### src/verilog/ialc_regs.svh
// register offsets, field positions, reset values and timing counts of the level controller
`ifndef IALC_REGS_SVH
`define IALC_REGS_SVH
`define IALC_OFF_CTRL 4'h0
`define IALC_OFF_TIME 4'h4
`define IALC_OFF_STAT 4'h8
`define IALC_CTRL_EN_LSB 0
`define IALC_CTRL_MODE_BIT 2
`define IALC_CTRL_FLOOR_LSB 3
`define IALC_CTRL_CEIL_LSB 6
`define IALC_TIME_TGT_LSB 0
`define IALC_TIME_HOLD_LSB 4
`define IALC_TIME_DROP_LSB 8
`define IALC_TIME_RISE_LSB 12
`define IALC_STAT_GR_LSB 8
`define IALC_STAT_EMERG_BIT 16
`define IALC_STAT_LIM_BIT 17
`define IALC_RST_EN 2'h0
`define IALC_RST_FLOOR 3'h0
`define IALC_RST_CEIL 3'h7
`define IALC_RST_TGT 4'hb
`define IALC_RST_HOLD 4'h0
`define IALC_RST_DROP 4'h2
`define IALC_RST_RISE 4'h3
`define IALC_RST_GAIN 6'h10
`define IALC_EMERG_LVL 16'he000
`define IALC_CLK_MHZ 200
`define IALC_TICK_NS 31250
`define IALC_TICK_CYC ((`IALC_TICK_NS * `IALC_CLK_MHZ) / 1000)
`define IALC_SH_DROP_NRM 5'h2
`define IALC_SH_DROP_LIM 5'h0
`define IALC_SH_RISE_NRM 5'h4
`define IALC_SH_RISE_LIM 5'h2
`define IALC_SH_HOLD 5'h5
`define IALC_CODE_MAX 4'ha
`define IALC_PEAK_DSH 8
`endif

### src/verilog/ialc_pkg.sv
// types and shared arithmetic of the level controller
`default_nettype none
package ialc_pkg;
  typedef enum logic [1:0] {
    ST_OFF = 2'b00,
    ST_STEADY = 2'b01,
    ST_DROP = 2'b10,
    ST_RISE = 2'b11
  } ialc_state_t;

  typedef struct packed {
    logic [1:0] chan_en;
    logic mode;
    logic [2:0] floor;
    logic [2:0] ceil;
    logic [3:0] target;
    logic [3:0] hold;
    logic [3:0] drop;
    logic [3:0] rise;
  } ialc_cfg_t;

  typedef struct packed {
    logic valid;
    logic signed [23:0] data;
  } ialc_smp_t;

  // interval in ticks: 2^(base+code), code clipped to ten doublings
  function automatic logic [19:0] ialc_ticks(input logic [3:0] code, input logic [4:0] base);
    logic [3:0] c;
    c = (code > 4'ha) ? 4'ha : code;
    return 20'h1 << (base + {1'b0, c});
  endfunction : ialc_ticks

  // level threshold in top 16 magnitude bits, -24 dBFS upward in 1.5 dB
  function automatic logic [15:0] ialc_level(input logic [4:0] idx);
    logic [15:0] v;
    v = 16'h1027;
    case (idx)
      5'h01: v = 16'h1334;
      5'h02: v = 16'h16d0;
      5'h03: v = 16'h1b1d;
      5'h04: v = 16'h203a;
      5'h05: v = 16'h264e;
      5'h06: v = 16'h2d84;
      5'h07: v = 16'h3617;
      5'h08: v = 16'h404e;
      5'h09: v = 16'h4c6a;
      5'h0a: v = 16'h5ad5;
      5'h0b: v = 16'h6bf4;
      5'h0c: v = 16'h804d;
      5'h0d: v = 16'h9880;
      5'h0e: v = 16'hb53b;
      5'h0f: v = 16'hd766;
      5'h10: v = 16'hd766;
      default: v = 16'h1027;
    endcase
    return v;
  endfunction : ialc_level
endpackage : ialc_pkg
`default_nettype wire

### src/verilog/ialc_peak_det.sv
// decaying peak detector on decimated samples of one channel
`timescale 1ns/1ps
`default_nettype none
`include "ialc_regs.svh"
module ialc_peak_det #(
  parameter int W = 24,
  parameter int DSH = `IALC_PEAK_DSH
) (
  input wire logic clk_i,
  input wire logic rst_i,
  input wire ialc_pkg::ialc_smp_t smp_i,
  output logic valid_o,
  output logic [W-2:0] mag_o,
  output logic [W-2:0] peak_o
);
  logic [W-1:0] neg;
  logic [W-2:0] mag;
  logic [W-2:0] mag_ff;
  logic [W-2:0] peak_ff;
  logic valid_ff;
  logic [W-2:0] nxt_peak;

  // absolute value, most negative code clipped to full scale
  assign neg = W'(-smp_i.data);
  assign mag = !smp_i.data[W-1] ? smp_i.data[W-2:0] : (neg[W-1] ? {(W-1){1'b1}} : neg[W-2:0]);
  // larger sample replaces peak, otherwise peak decays geometrically
  assign nxt_peak = (mag > peak_ff) ? mag : (peak_ff - (peak_ff >> DSH) - ((peak_ff != '0 && (peak_ff >> DSH) == '0) ? (W-1)'(1) : '0));

  // sample-rate update of instant magnitude and peak
  always_ff @(posedge clk_i)
  begin
    if (rst_i)
    begin
      mag_ff <= '0;
      peak_ff <= '0;
      valid_ff <= 1'b0;
    end
    else
    begin
      valid_ff <= smp_i.valid;
      if (smp_i.valid)
      begin
        mag_ff <= mag;
        peak_ff <= nxt_peak;
      end
    end
  end

  assign valid_o = valid_ff;
  assign mag_o = mag_ff;
  assign peak_o = peak_ff;
endmodule : ialc_peak_det
`default_nettype wire

### src/verilog/ialc_interval.sv
// saturating tick counter that flags when a programmed interval has passed
`timescale 1ns/1ps
`default_nettype none
module ialc_interval #(
  parameter int W = 20
) (
  input wire logic clk_i,
  input wire logic rst_i,
  input wire logic clear_i,
  input wire logic tick_i,
  input wire logic [W-1:0] limit_i,
  output logic done_o
);
  logic [W-1:0] count_ff;

  // restart on clear, count ticks, hold at the top
  always_ff @(posedge clk_i)
  begin
    if (rst_i || clear_i)
      count_ff <= '0;
    else if (tick_i && count_ff != {W{1'b1}})
      count_ff <= count_ff + W'(1);
  end

  assign done_o = (count_ff >= limit_i);
endmodule : ialc_interval
`default_nettype wire

### src/verilog/ialc_level_ctrl.sv
// automatic level control loop for the stereo input amplifier gain
//
// The address map and the Avalon-MM interface to the registers are this design's own decisions.
`timescale 1ns/1ps
`default_nettype none
`include "ialc_regs.svh"
module ialc_level_ctrl #(
  parameter int TICK_CYCLES = `IALC_TICK_CYC,
  parameter int SW = 24
) (
  input wire logic CLK_I,
  input wire logic RST_I,
  input wire logic [3:0] AVS_ADDRESS_I,
  input wire logic AVS_READ_I,
  input wire logic AVS_WRITE_I,
  input wire logic [31:0] AVS_WRITEDATA_I,
  output logic [31:0] AVS_READDATA_O,
  output logic AVS_WAITREQUEST_O,
  input wire logic SMP_VALID_I,
  input wire logic signed [SW-1:0] SMP_LEFT_I,
  input wire logic signed [SW-1:0] SMP_RIGHT_I,
  input wire logic [1:0] AMP_EN_I,
  output logic [5:0] GAIN_LEFT_O,
  output logic [5:0] GAIN_RIGHT_O
);
  ialc_pkg::ialc_cfg_t cfg_ff;
  ialc_pkg::ialc_state_t state_ff, nxt_state;
  logic ack_ff;
  logic [31:0] rdata_ff;
  logic [5:0] gain_ff, gain_l_ff, gain_r_ff, cap_ff;
  logic lim_ff, emerg_ff;
  logic [15:0] tick_cnt_ff;
  logic tick;
  logic vl;
  logic [SW-2:0] mag_l, mag_r, peak_l, peak_r;

  // bus decode and answer: one wait cycle per access
  wire req = AVS_READ_I | AVS_WRITE_I;
  wire hit_ctrl = (AVS_ADDRESS_I == `IALC_OFF_CTRL);
  wire hit_time = (AVS_ADDRESS_I == `IALC_OFF_TIME);
  wire hit_stat = (AVS_ADDRESS_I == `IALC_OFF_STAT);
  wire take = req & ack_ff;
  wire [31:0] rd_mux = hit_ctrl ? 32'({cfg_ff.ceil, cfg_ff.floor, cfg_ff.mode, cfg_ff.chan_en}) :
                       hit_time ? 32'({cfg_ff.rise, cfg_ff.drop, cfg_ff.hold, cfg_ff.target}) :
                       hit_stat ? {14'h0, lim_ff, emerg_ff, 2'h0, gain_r_ff, 2'h0, gain_l_ff} : 32'h0;
  assign AVS_WAITREQUEST_O = req & ~ack_ff;
  assign AVS_READDATA_O = rdata_ff;

  // acknowledge flop and registered read data
  always_ff @(posedge CLK_I)
  begin
    if (RST_I)
    begin
      ack_ff <= 1'b0;
      rdata_ff <= 32'h0;
    end
    else
    begin
      ack_ff <= req & ~ack_ff;
      if (AVS_READ_I && !ack_ff)
        rdata_ff <= rd_mux;
    end
  end

  // configuration registers, written on the accepting edge
  always_ff @(posedge CLK_I)
  begin
    if (RST_I)
      cfg_ff <= '{`IALC_RST_EN, 1'b0, `IALC_RST_FLOOR, `IALC_RST_CEIL,
                  `IALC_RST_TGT, `IALC_RST_HOLD, `IALC_RST_DROP, `IALC_RST_RISE};
    else if (take && AVS_WRITE_I && hit_ctrl)
    begin
      cfg_ff.chan_en <= AVS_WRITEDATA_I[`IALC_CTRL_EN_LSB +: 2];
      cfg_ff.mode <= AVS_WRITEDATA_I[`IALC_CTRL_MODE_BIT];
      cfg_ff.floor <= AVS_WRITEDATA_I[`IALC_CTRL_FLOOR_LSB +: 3];
      cfg_ff.ceil <= AVS_WRITEDATA_I[`IALC_CTRL_CEIL_LSB +: 3];
    end
    else if (take && AVS_WRITE_I && hit_time)
    begin
      cfg_ff.target <= AVS_WRITEDATA_I[`IALC_TIME_TGT_LSB +: 4];
      cfg_ff.hold <= AVS_WRITEDATA_I[`IALC_TIME_HOLD_LSB +: 4];
      cfg_ff.drop <= AVS_WRITEDATA_I[`IALC_TIME_DROP_LSB +: 4];
      cfg_ff.rise <= AVS_WRITEDATA_I[`IALC_TIME_RISE_LSB +: 4];
    end
  end

  // per-channel magnitude and decaying peak of decimated samples
  ialc_peak_det #(.W(SW)) u_peak_l (
    .clk_i(CLK_I),
    .rst_i(RST_I),
    .smp_i('{SMP_VALID_I, SMP_LEFT_I}),
    .valid_o(vl),
    .mag_o(mag_l),
    .peak_o(peak_l)
  );
  ialc_peak_det #(.W(SW)) u_peak_r (
    .clk_i(CLK_I),
    .rst_i(RST_I),
    .smp_i('{SMP_VALID_I, SMP_RIGHT_I}),
    .valid_o(),
    .mag_o(mag_r),
    .peak_o(peak_r)
  );

  // channel selection and levels of the enabled channels
  wire en_l = cfg_ff.chan_en[1];
  wire en_r = cfg_ff.chan_en[0];
  wire enabled = en_l | en_r;
  wire limiting = enabled & cfg_ff.mode;
  wire [15:0] inst_l = en_l ? mag_l[SW-2 -: 16] : 16'h0;
  wire [15:0] inst_r = en_r ? mag_r[SW-2 -: 16] : 16'h0;
  wire [15:0] pk_l = en_l ? peak_l[SW-2 -: 16] : 16'h0;
  wire [15:0] pk_r = en_r ? peak_r[SW-2 -: 16] : 16'h0;
  wire [15:0] inst = (inst_l > inst_r) ? inst_l : inst_r;
  wire [15:0] pk = (pk_l > pk_r) ? pk_l : pk_r;
  wire eval = vl & enabled;

  // level comparisons: instant for attack, decaying peak for release
  wire [15:0] tgt_lvl = ialc_pkg::ialc_level({1'b0, cfg_ff.target} + 5'h1);
  wire [15:0] low_lvl = ialc_pkg::ialc_level({1'b0, cfg_ff.target});
  wire over = inst > tgt_lvl;
  wire under = pk <= low_lvl;
  wire emerg = inst > `IALC_EMERG_LVL;

  // gain window from floor, ceiling or captured limiter bound
  wire [5:0] lower = {cfg_ff.floor, 3'h0};
  // on the entry cycle the capture is not in place yet, so the present gain bounds a rise
  wire [5:0] lim_bound = lim_ff ? cap_ff : gain_ff;
  wire [5:0] upper = limiting ? lim_bound : {cfg_ff.ceil, 3'h7};

  // interval selection, limiter tables four times faster
  wire [19:0] drop_iv = ialc_pkg::ialc_ticks(cfg_ff.drop, limiting ? `IALC_SH_DROP_LIM : `IALC_SH_DROP_NRM);
  wire [19:0] rise_iv = ialc_pkg::ialc_ticks(cfg_ff.rise, limiting ? `IALC_SH_RISE_LIM : `IALC_SH_RISE_NRM);
  wire [19:0] hold_iv = (cfg_ff.hold == 4'h0) ? 20'h0 : ialc_pkg::ialc_ticks(cfg_ff.hold, `IALC_SH_HOLD);
  wire [19:0] step_iv = emerg ? 20'h1 : (nxt_state == ialc_pkg::ST_RISE) ? rise_iv : drop_iv;
  logic step_done, hold_done;

  // decision per sample: drop, continue dropping, rise or stay
  always_comb
  begin
    nxt_state = state_ff;
    if (!enabled)
      nxt_state = ialc_pkg::ST_OFF;
    else if (eval)
    begin
      if (emerg || over)
        nxt_state = ialc_pkg::ST_DROP;
      else if (state_ff == ialc_pkg::ST_DROP && !under)
        nxt_state = ialc_pkg::ST_DROP;
      else if (under)
        nxt_state = ialc_pkg::ST_RISE;
      else
        nxt_state = ialc_pkg::ST_STEADY;
    end
  end

  // step requests, bounded by the gain window
  wire step_dn = eval && nxt_state == ialc_pkg::ST_DROP && step_done && gain_ff > lower;
  wire step_up = eval && nxt_state == ialc_pkg::ST_RISE && step_done && hold_done && gain_ff < upper;
  wire iv_clr = step_dn | step_up | (eval & (nxt_state != state_ff));

  // tick prescaler shared by the interval counters
  assign tick = (tick_cnt_ff == 16'(TICK_CYCLES - 1));
  always_ff @(posedge CLK_I)
  begin
    if (RST_I || tick)
      tick_cnt_ff <= 16'h0;
    else
      tick_cnt_ff <= tick_cnt_ff + 16'h1;
  end

  // time between gain steps
  ialc_interval u_step_iv (
    .clk_i(CLK_I),
    .rst_i(RST_I),
    .clear_i(iv_clr),
    .tick_i(tick),
    .limit_i(step_iv),
    .done_o(step_done)
  );
  // time the peak must stay under target before a rise
  ialc_interval u_hold_iv (
    .clk_i(CLK_I),
    .rst_i(RST_I),
    .clear_i(eval & ~under),
    .tick_i(tick),
    .limit_i(hold_iv),
    .done_o(hold_done)
  );

  // loop state, shared gain, limiter capture and emergency flag
  always_ff @(posedge CLK_I)
  begin
    if (RST_I)
    begin
      state_ff <= ialc_pkg::ST_OFF;
      gain_ff <= `IALC_RST_GAIN;
      cap_ff <= `IALC_RST_GAIN;
      lim_ff <= 1'b0;
      emerg_ff <= 1'b0;
    end
    else
    begin
      state_ff <= nxt_state;
      lim_ff <= limiting;
      if (limiting && !lim_ff)
        cap_ff <= gain_ff;
      if (eval)
        emerg_ff <= emerg;
      if (step_dn)
        gain_ff <= gain_ff - 6'h1;
      else if (step_up)
        gain_ff <= gain_ff + 6'h1;
    end
  end

  // per-channel gain follows only while channel and amplifier are on
  always_ff @(posedge CLK_I)
  begin
    if (RST_I)
    begin
      gain_l_ff <= `IALC_RST_GAIN;
      gain_r_ff <= `IALC_RST_GAIN;
    end
    else
    begin
      if (en_l && AMP_EN_I[1])
        gain_l_ff <= gain_ff;
      if (en_r && AMP_EN_I[0])
        gain_r_ff <= gain_ff;
    end
  end

  assign GAIN_LEFT_O = gain_l_ff;
  assign GAIN_RIGHT_O = gain_r_ff;
endmodule : ialc_level_ctrl
`default_nettype wire

### config.mk
export PLATFORM = sky130hd
export DESIGN_NAME = ialc_level_ctrl
export DESIGN_NICKNAME = d
export VERILOG_FILES = /design/src/verilog/ialc_pkg.sv /design/src/verilog/ialc_peak_det.sv /design/src/verilog/ialc_interval.sv /design/src/verilog/ialc_level_ctrl.sv
export VERILOG_INCLUDE_DIRS = /design/src /design/src/verilog
export SDC_FILE = /design/constraint.sdc
export NUM_CORES = 1
export LEC_CHECK = 0
export BUFFER_PORTS_ARGS = -buffer_cell sky130_fd_sc_hd__buf_2
export CAP_MARGIN = 0
export CELL_PAD_IN_SITES_DETAIL_PLACEMENT = 1
export CELL_PAD_IN_SITES_GLOBAL_PLACEMENT = 2
export CORE_ASPECT_RATIO = 0.6
export CORE_MARGIN = 2
export CORE_UTILIZATION = 34
export CTS_BUF_LIST = sky130_fd_sc_hd__clkbuf_8
export DETAILED_ROUTE_END_ITERATION = 16
export PLACE_DENSITY = 0.88
export SETUP_SLACK_MARGIN = 0.5
export SKIP_LAST_GASP = 1
export SLEW_MARGIN = 10
export SYNTH_ARGS = -nofsm -noshare
export SYNTH_HDL_FRONTEND = slang
export SYNTH_SLANG_ARGS = --single-unit
### constraint.sdc
create_clock -name CLK_I -period 8.7 [get_ports CLK_I]
set_clock_uncertainty 0.1 [all_clocks]
set_input_delay 1.305 -clock CLK_I [delete_from_list [all_inputs] [get_ports CLK_I]]
set_output_delay 1.305 -clock CLK_I [all_outputs]
set_load 0.005 [all_outputs]
; ---- Word-level counts from Yosys, hierarchy flattened
; Memories as Yosys holds them, arrays and structs flattened. A register that Yosys moved wholly into a read port is not among the register bits.
; Index checks and enable logic that the tools add are counted.
[word_totals]
reg_bits = 235
romBits = 768
inputBits = 91
elab_cells = 151
n_memories = 2
[classes]
add_sub_neg = 15
n_lt_le_gt_ge = 14
n_eq_ne = 9
shifts = 3
n_mux = 36
bitwise_logic = 13
n_reduce_logical = 34
[mem_list]
columns = memory, depth, width, rd, rd_clocked_by_memory_dff, write_ports, line
row1 = (no name shown), 32, 16, 1, 0, 0, ialc_pkg.sv:38  ; case (idx)
row2 = (no name shown), 16, 16, 1, 1, 0, ialc_pkg.sv:38
[ops]
columns = operator, count
row1 = $mux W23, 6
row2 = $mux W16, 6
row3 = $mux W20, 3
row4 = $shl A1 B5 Y20 const A, 3
row5 = $mux W18, 3
row6 = $gt A16 B16 Y1, 3
row7 = $neg A24 Y24, 2
row8 = $gt A23 B23 Y1, 2
row9 = $logic_not A23 Y1, 2
row10 = $reduce_bool A23 Y1, 2
row11 = $sub A23 B15 Y23, 2
row12 = $sub A23 B23 Y23, 2
row13 = $add A20 B1 Y20 const B, 2
row14 = $ge A20 B20 Y1, 2
row15 = $ne A20 B20 Y1 const B, 2
row16 = $mux W6, 4
row17 = $mux W4, 5
row18 = $logic_and A1 B1 Y1, 19
row19 = $add A16 B1 Y16 const B, 1
row20 = $eq A16 B13 Y1 const B, 1
row21 = $gt A16 B16 Y1 const B, 1
row22 = $le A16 B16 Y1, 1
row23 = $gt A4 B4 Y1 const B, 3
row24 = $mux W2, 6
row25 = 22 further kinds, 41

; ---- Depth between registers and ports, before layout
[logic_depth]
depth_word = 20
depth_mapped = 44
depth_no_buf = 41

; ---- By module
; Synthesis repeated with hierarchy kept, for this count alone.
[unflattened]
hier_cells = 2763
area_unflattened_um2 = 20836.2
[modules_own_cells]
columns = mod, instances, cells_per_inst, area_per_inst_um2
row1 = ialc_level_ctrl, 1, 1199, 8627.0
row2 = ialc_peak_det (u_peak_r), 1, 582, 4525.6
row3 = ialc_peak_det (u_peak_l), 1, 574, 4420.5
row4 = ialc_interval, 2, 204, 1631.6

; ---- Worst setup path before layout
; No wires, ideal clock.
[synth_timing]
path_kind = reg-to-reg
start = reg cfg_ff[23] (netlist name)
end = reg gain_ff[5]
setup_time_ps = 121
arrival_time_ps = 8512
required_ps = 8479
setup_slack_ps = -33
stages_incl_launch_ff = 44
path_buffers = 5
synth_period_minus_slack_ps = 8733
cell_sequence = dfxtp_1 > buf_2 > clkbuf_1 > clkbuf_1 > nand2_1 > ha_1 > a21o_1 > a21o_1 > a21o_1 > a21o_1 > a21o_1 > o21ai_1 > a21oi_1 > o31ai_2 > buf_2 > mux2i_1 > ha_1 > a21o_1 > [8 not listed] > ha_1 > nand2b_1 > a21o_1 > a21oi_1 > o21ai_0 > a2111o_1 > a21oi_1 > a311o_1 > or2_2 > inv_1 > ha_1 > a21o_1 > a21oi_1 > nor2b_1 > o21ai_0 > o2111ai_1 > a21oi_1 > mux2_2
[synth_via]
elab_chain_len = 18
[synth_rtl]
columns = element, line
row1 = $mux W16, ialc_level_ctrl.sv:113  ; wire [15:0] pk_r = en_r ? peak_r[SW-2 -: 16] : 16'h0;
row2 = $gt A16 B16 Y1, ialc_level_ctrl.sv:115  ; wire [15:0] pk = (pk_l > pk_r) ? pk_l : pk_r;
row3 = $mux W16, ialc_level_ctrl.sv:115
row4 = $le A16 B16 Y1, ialc_level_ctrl.sv:122  ; wire under = pk <= low_lvl;
row5 = $logic_not A1 Y1, ialc_level_ctrl.sv:148  ; else if (state_ff == ialc_pkg::ST_DROP && !under)
row6 = $logic_and A1 B1 Y1, ialc_level_ctrl.sv:148
row7 = $mux W2, ialc_level_ctrl.sv:148
row8 = $mux W2, ialc_level_ctrl.sv:146  ; if (emerg || over)
row9 = $mux W2, ialc_level_ctrl.sv:144  ; else if (eval)
row10 = $mux W2, ialc_level_ctrl.sv:142  ; if (!enabled)
row11 = $eq A2 B2 Y1, "ialc_level_ctrl.sv:135, ialc_level_ctrl.sv:159"
row12 = $mux W20 (2 in a row), ialc_level_ctrl.sv:135  ; wire [19:0] step_iv = emerg ? 20'h1 : (nxt_state == ialc_pkg::ST_RISE) ? rise_iv : drop_iv;
row13 = $ge A20 B20 Y1, ialc_interval.sv:25  ; assign done_o = (count_ff >= limit_i);
row14 = $logic_and A1 B1 Y1 (3 in a row), ialc_level_ctrl.sv:159  ; wire step_up = eval && nxt_state == ialc_pkg::ST_RISE && step_done && hold_done && gain_ff < upper;
row15 = $reduce_bool A2 Y1 (no source line), -
row16 = end signal: assignment, ialc_level_ctrl.sv:197  ; gain_ff <= `IALC_RST_GAIN;
row17 = end signal: assignment, ialc_level_ctrl.sv:211  ; gain_ff <= gain_ff - 6'h1;
row18 = end signal: assignment, ialc_level_ctrl.sv:213  ; gain_ff <= gain_ff + 6'h1;
row19 = end: declaration, ialc_level_ctrl.sv:30  ; logic [5:0] gain_ff, gain_l_ff, gain_r_ff, cap_ff;
; Parallel ways exist; a longest one is shown, timed or not.
; A chain may end at the register's enable or synchronous reset.

; ---- Worst setup path after layout
[layout_timing]
start = reg cfg_ff[24] (netlist name)
end = reg gain_ff[5]
[layout_via]
elab_chain_len = 18
[layout_rtl]
columns = element, line
row1 = $mux W16, ialc_level_ctrl.sv:112  ; wire [15:0] pk_l = en_l ? peak_l[SW-2 -: 16] : 16'h0;
row2 = $gt A16 B16 Y1, ialc_level_ctrl.sv:115
row3 = $mux W16, ialc_level_ctrl.sv:115
row4 = $le A16 B16 Y1, ialc_level_ctrl.sv:122
row5 = $logic_not A1 Y1, ialc_level_ctrl.sv:148
row6 = $logic_and A1 B1 Y1, ialc_level_ctrl.sv:148
row7 = $mux W2, ialc_level_ctrl.sv:148
row8 = $mux W2, ialc_level_ctrl.sv:146
row9 = $mux W2, ialc_level_ctrl.sv:144
row10 = $mux W2, ialc_level_ctrl.sv:142
row11 = $eq A2 B2 Y1, "ialc_level_ctrl.sv:135, ialc_level_ctrl.sv:159"
row12 = $mux W20 (2 in a row), ialc_level_ctrl.sv:135
row13 = $ge A20 B20 Y1, ialc_interval.sv:25
row14 = $logic_and A1 B1 Y1 (3 in a row), ialc_level_ctrl.sv:159
row15 = $reduce_bool A2 Y1 (no source line), -
; Parallel ways exist; a longest one is shown, timed or not.

==> summary.md <==
| Metric | Value |
|---|---|
| Via Count | between 15000 and 20000 |
| Worst Path Required | ~9.1 ns |
| Synth Warn # | 0 |
| WL final | ~67 mm |
| Die ar. | 56960 um2 |
| # IOs | roughly 140 |
| Core ar. | 54250 um2 |
| First-pass GRT wire length | roughly 100 mm |
| Longest Clk Path Bufs | 3 |
| Area of the multi-input gates | around 13000 um2 |
| Capturing point of the worst reg2reg path | gain_ff[5] |
| Number of synthesized register bits | around 220 |
| R2r startpoint | cfg_ff[24] |
| Row cnt | 66 |
| Largest net degree at the start of global routing | 87 |
| R2R Setup Slk | around 0.54 ns |
| Highest ir drop seen on vdd | slightly above 100 uV |
| CTS Buf Count | 39 |
| Clock slew at reported path FFs | approximately 0.080 ns |
| Min Tclk post-route | about 8.2 ns |
| Area growth, synth to finish | 16.53% |
| Overall Global Routing Usage | 0.2281 |
| Final setup TNS | 0 ns |
| Max-slew headroom | 0.2578 |
| Die Span X | between 300 and 400 um |
| Startpoint types | register |
| Hold buffer count at CTS | 0 |
| Pleak | just under 10 nW |
| Most used cell, CP | a21o_1 |
| Mapped Area | around 19000 um2 |
| Cell variety after synth | 83 |
| DR vias/cell | approximately 5.5 |
| Worst path bufs/invs | 7 |
| Initial antenna violation count | 3 |
| Max-Cap Viols | 0 |
| Initial Util | 0.3447 |
| Synth Area per Inst | 7.517 um2 |
| Setup violators final | 0 |
| Synth Flop Type | dfxtp_1 |
| Seq/Total Area, Yosys | 0.2387 |
| Final period util | 0.9380 |
| PwrDens | slightly above 200 nW/um2 |
| Num Clock Sinks | 223 |
| Number of global-route vias before repair | ~19000 |
| Syn Inst Count | between 2000 and 2500 |
| Status | completed |
| Root buffer cell | clkbuf_8 |
| Routability congestion estimate | roughly 0.89 |
| Share of cells above drive strength 1 | 0.1365 |
| Die H | around 190 um |
| Max stage delay on crit path | about 0.38 ns |
| GR Overflow Total | 0 |
| HPWL Detailed | 51.62 mm |
| Fmax | 122.5 MHz |
| Final worst setup slack | about 0.54 ns |
| Worst-skew pair later-pin latency | approximately 0.59 ns |
| Pre-CTS setup slack | -0.07916 ns |
| Worst path top cell family by delay | compound AO/OA/AOI/OAI gates |
| Hold WC Path Type | reg -> reg |
| Final nets | just under 3000 |
| Levels on crit path | 42 |
| DRC Markers | 0 |
| First DRT Iteration DRCs | 1285 |
| CP Max Fanout | 32 |
| Setup Crit Path Kind | reg -> reg |
| DRT Pass-1 Iters | 5 |
| R2R depth | 42 |
| Arrival time worst endpoint | 8.52 ns |
| Storage element area | between 4000 and 5000 um2 |
| TritonCTS clock tree | done |
| Actual slew at the worst max-slew pin | between 1 and 1.5 ns |
| Slew Limit Fails | 0 |
| RSZ-0062 raised after global routing | yes |
| Post-synth EDFFs | 0 |
| CP startpoint | cfg_ff[24] |
| CP endpoint kind | register |
| Antenna-violating nets left | 0 |
| Mean routed wirelength per cell | between 15 and 20 um |
| CTS H-tree depth | 2 |
| Fillers | roughly 6600 |
| Async S/R FF share, synth | 0 |
| I/O Buffers | about 110 |
| Final Hold Viols | 0 |
| CP endpoint | gain_ff[5] |
| Critical Path Slowest Stage Cell | dfxtp_4 |
## layout make-up
type / instances / share of cell area
Clock buffer: 47 / 0.02968
Clock inverter: 24 / 0.01154
Antenna cell: 2 / 0.0002296
Timing Repair Buffer: 204 / 0.06212
Sequential cell: 223 / 0.2054
Multi-Input combinational cell: 1976 / 0.6168
Tap cell: 714 / 0.04099
Inverter: 192 / 0.03318
## metal layers
metal | wire [um] | vias up | global-route usage
met5 | 23 | - | 0
met4 | 712 | 4 | 0.03510
met3 | 4102 | 65 | 0.04122
met2 | 27090 | 404 | 0.3302
met1 | 34840 | 9193 | 0.3507
li1 | - | 9034 | -
## flip-flops by register name (all words and copies together) (netlist names), 18 cells and up
| signal | cells |
|---|---|
| cfg_ff | 25 |
| u_peak_l.peak_o | 23 |
| u_peak_r.peak_o | 23 |
| u_hold_iv.count_ff | 20 |
| u_step_iv.count_ff | 20 |
| AVS_READDATA_O | 18 |
## cell families after synthesis
family | Yosys count | synth area share
and+or+nand+nor | 974 | 0.2461
DFF | 223 | 0.2387
adders and majority gates | 250 | 0.1697
buffers and inverters | 311 | 0.06650
AOI/OAI and AO/OA | 555 | 0.1913
muxes | 65 | 0.03666
xor gates and xnor gates | 108 | 0.05058
other | 2 | 0.0004016
## layout by cell type (no fill, tap or decap), drive strengths merged, types with 7 or more instances in the layout
master / Yosys / layout
conb: 2 / 24
and3: 18 / 18
buf: 35 / 203
nand4: 50 / 50
or2: 21 / 21
a211oi: 36 / 36
mux2i: 58 / 58
o21a: 22 / 22
and4: 7 / 7
nand3: 75 / 75
nor4: 26 / 26
a311oi: 15 / 15
nand2b: 34 / 34
nor2: 237 / 237
clkbuf: 84 / 48
a22oi: 13 / 13
a21oi: 168 / 168
or3: 20 / 20
xnor2: 40 / 40
and2: 36 / 36
o21ai: 121 / 121
a21o: 44 / 44
o211ai: 20 / 20
a31oi: 20 / 20
o22ai: 9 / 9
nor3: 79 / 79
nor2b: 25 / 25
inv: 191 / 203
o31ai: 21 / 21
ha: 244 / 244
nand2: 322 / 322
xor2: 68 / 68
dfxtp: 223 / 223
## worst register-to-register path: cells and delay by family (launching register included)
family / cells / cell delay [ns]
buf+inv: 7 / 0.88
flops: 1 / 0.38
simple gates: 7 / 0.87
mux: 2 / 0.60
compound gates: 22 / 4.09
fa+ha+maj: 4 / 1.09
## timing repair
action / in CTS / in global routing
pin swaps: 20 / 25
gates cloned: 1 / 1
gates resized for setup: 35 / 64
setup endpoints to repair: 4 / 4
buffers inserted: 20 / 15
## worst min path at each step
stage / startpoint / to / cells past startpoint
after detailed placement: AVS_READDATA_O[17] / AVS_READDATA_O[17] / 2
after CTS: AVS_READDATA_O[17] / AVS_READDATA_O[17] / 2
after global placement: AVS_READDATA_O[15] / AVS_READDATA_O[15] / 2
after global routing: AVS_READDATA_O[16] / AVS_READDATA_O[16] / 2
final: cfg_ff[20] / cfg_ff[20] / 2
after floorplan: cfg_ff[20] / cfg_ff[20] / 2
## Yosys cell counts (20+ instances only)
cell / n / area (um2)
xnor2_1: 40 / 350.3
nor2b_1: 25 / 156.4
mux2i_1: 58 / 580.6
inv_1: 191 / 716.9
clkbuf_1: 83 / 311.6
ha_1: 244 / 3053
nand4_1: 50 / 312.8
or3_1: 20 / 125.1
nand3_1: 75 / 375.4
o211ai_1: 20 / 150.1
a21oi_1: 168 / 840.8
a21o_1: 44 / 330.3
nand2b_1: 34 / 212.7
dfxtp_1: 223 / 4464
o21ai_0: 117 / 585.6
nor2_1: 236 / 885.9
nand2_1: 322 / 1209
and2_1: 36 / 225.2
o21a_1: 22 / 165.2
a211oi_1: 35 / 262.8
xor2_1: 68 / 595.6
nor3_1: 79 / 395.4
nor4_1: 24 / 150.1
## metrics by stage
step | utilization | cells | instance area [um2] | hold slack, ns | power [mW]
6_report | 0.4017 | 3382 | 21790 | 0.3595 | 4.399
5_1_grt | 0.4016 | 3380 | 21790 | 0.3818 | 4.732
2_1_floorplan | - | 2510 | 18820 | 0.3363 | 2.619
3_3_place_gp | 0.3719 | 3272 | 20180 | 0.3398 | 3.114
3_5_place_dp | 0.3719 | 3272 | 20180 | 0.3474 | 3.201
4_1_cts | 0.3939 | 3364 | 21370 | 0.3579 | 4.384
## power by group
group	total (mW)	switching [mW]	internal [mW]
registers	1.20	0.105	1.10
clock network	1.15	0.508	0.645
logic	2.04	1.22	0.825
total	4.40	1.83	2.57
(Power assumes the default switching activity.)
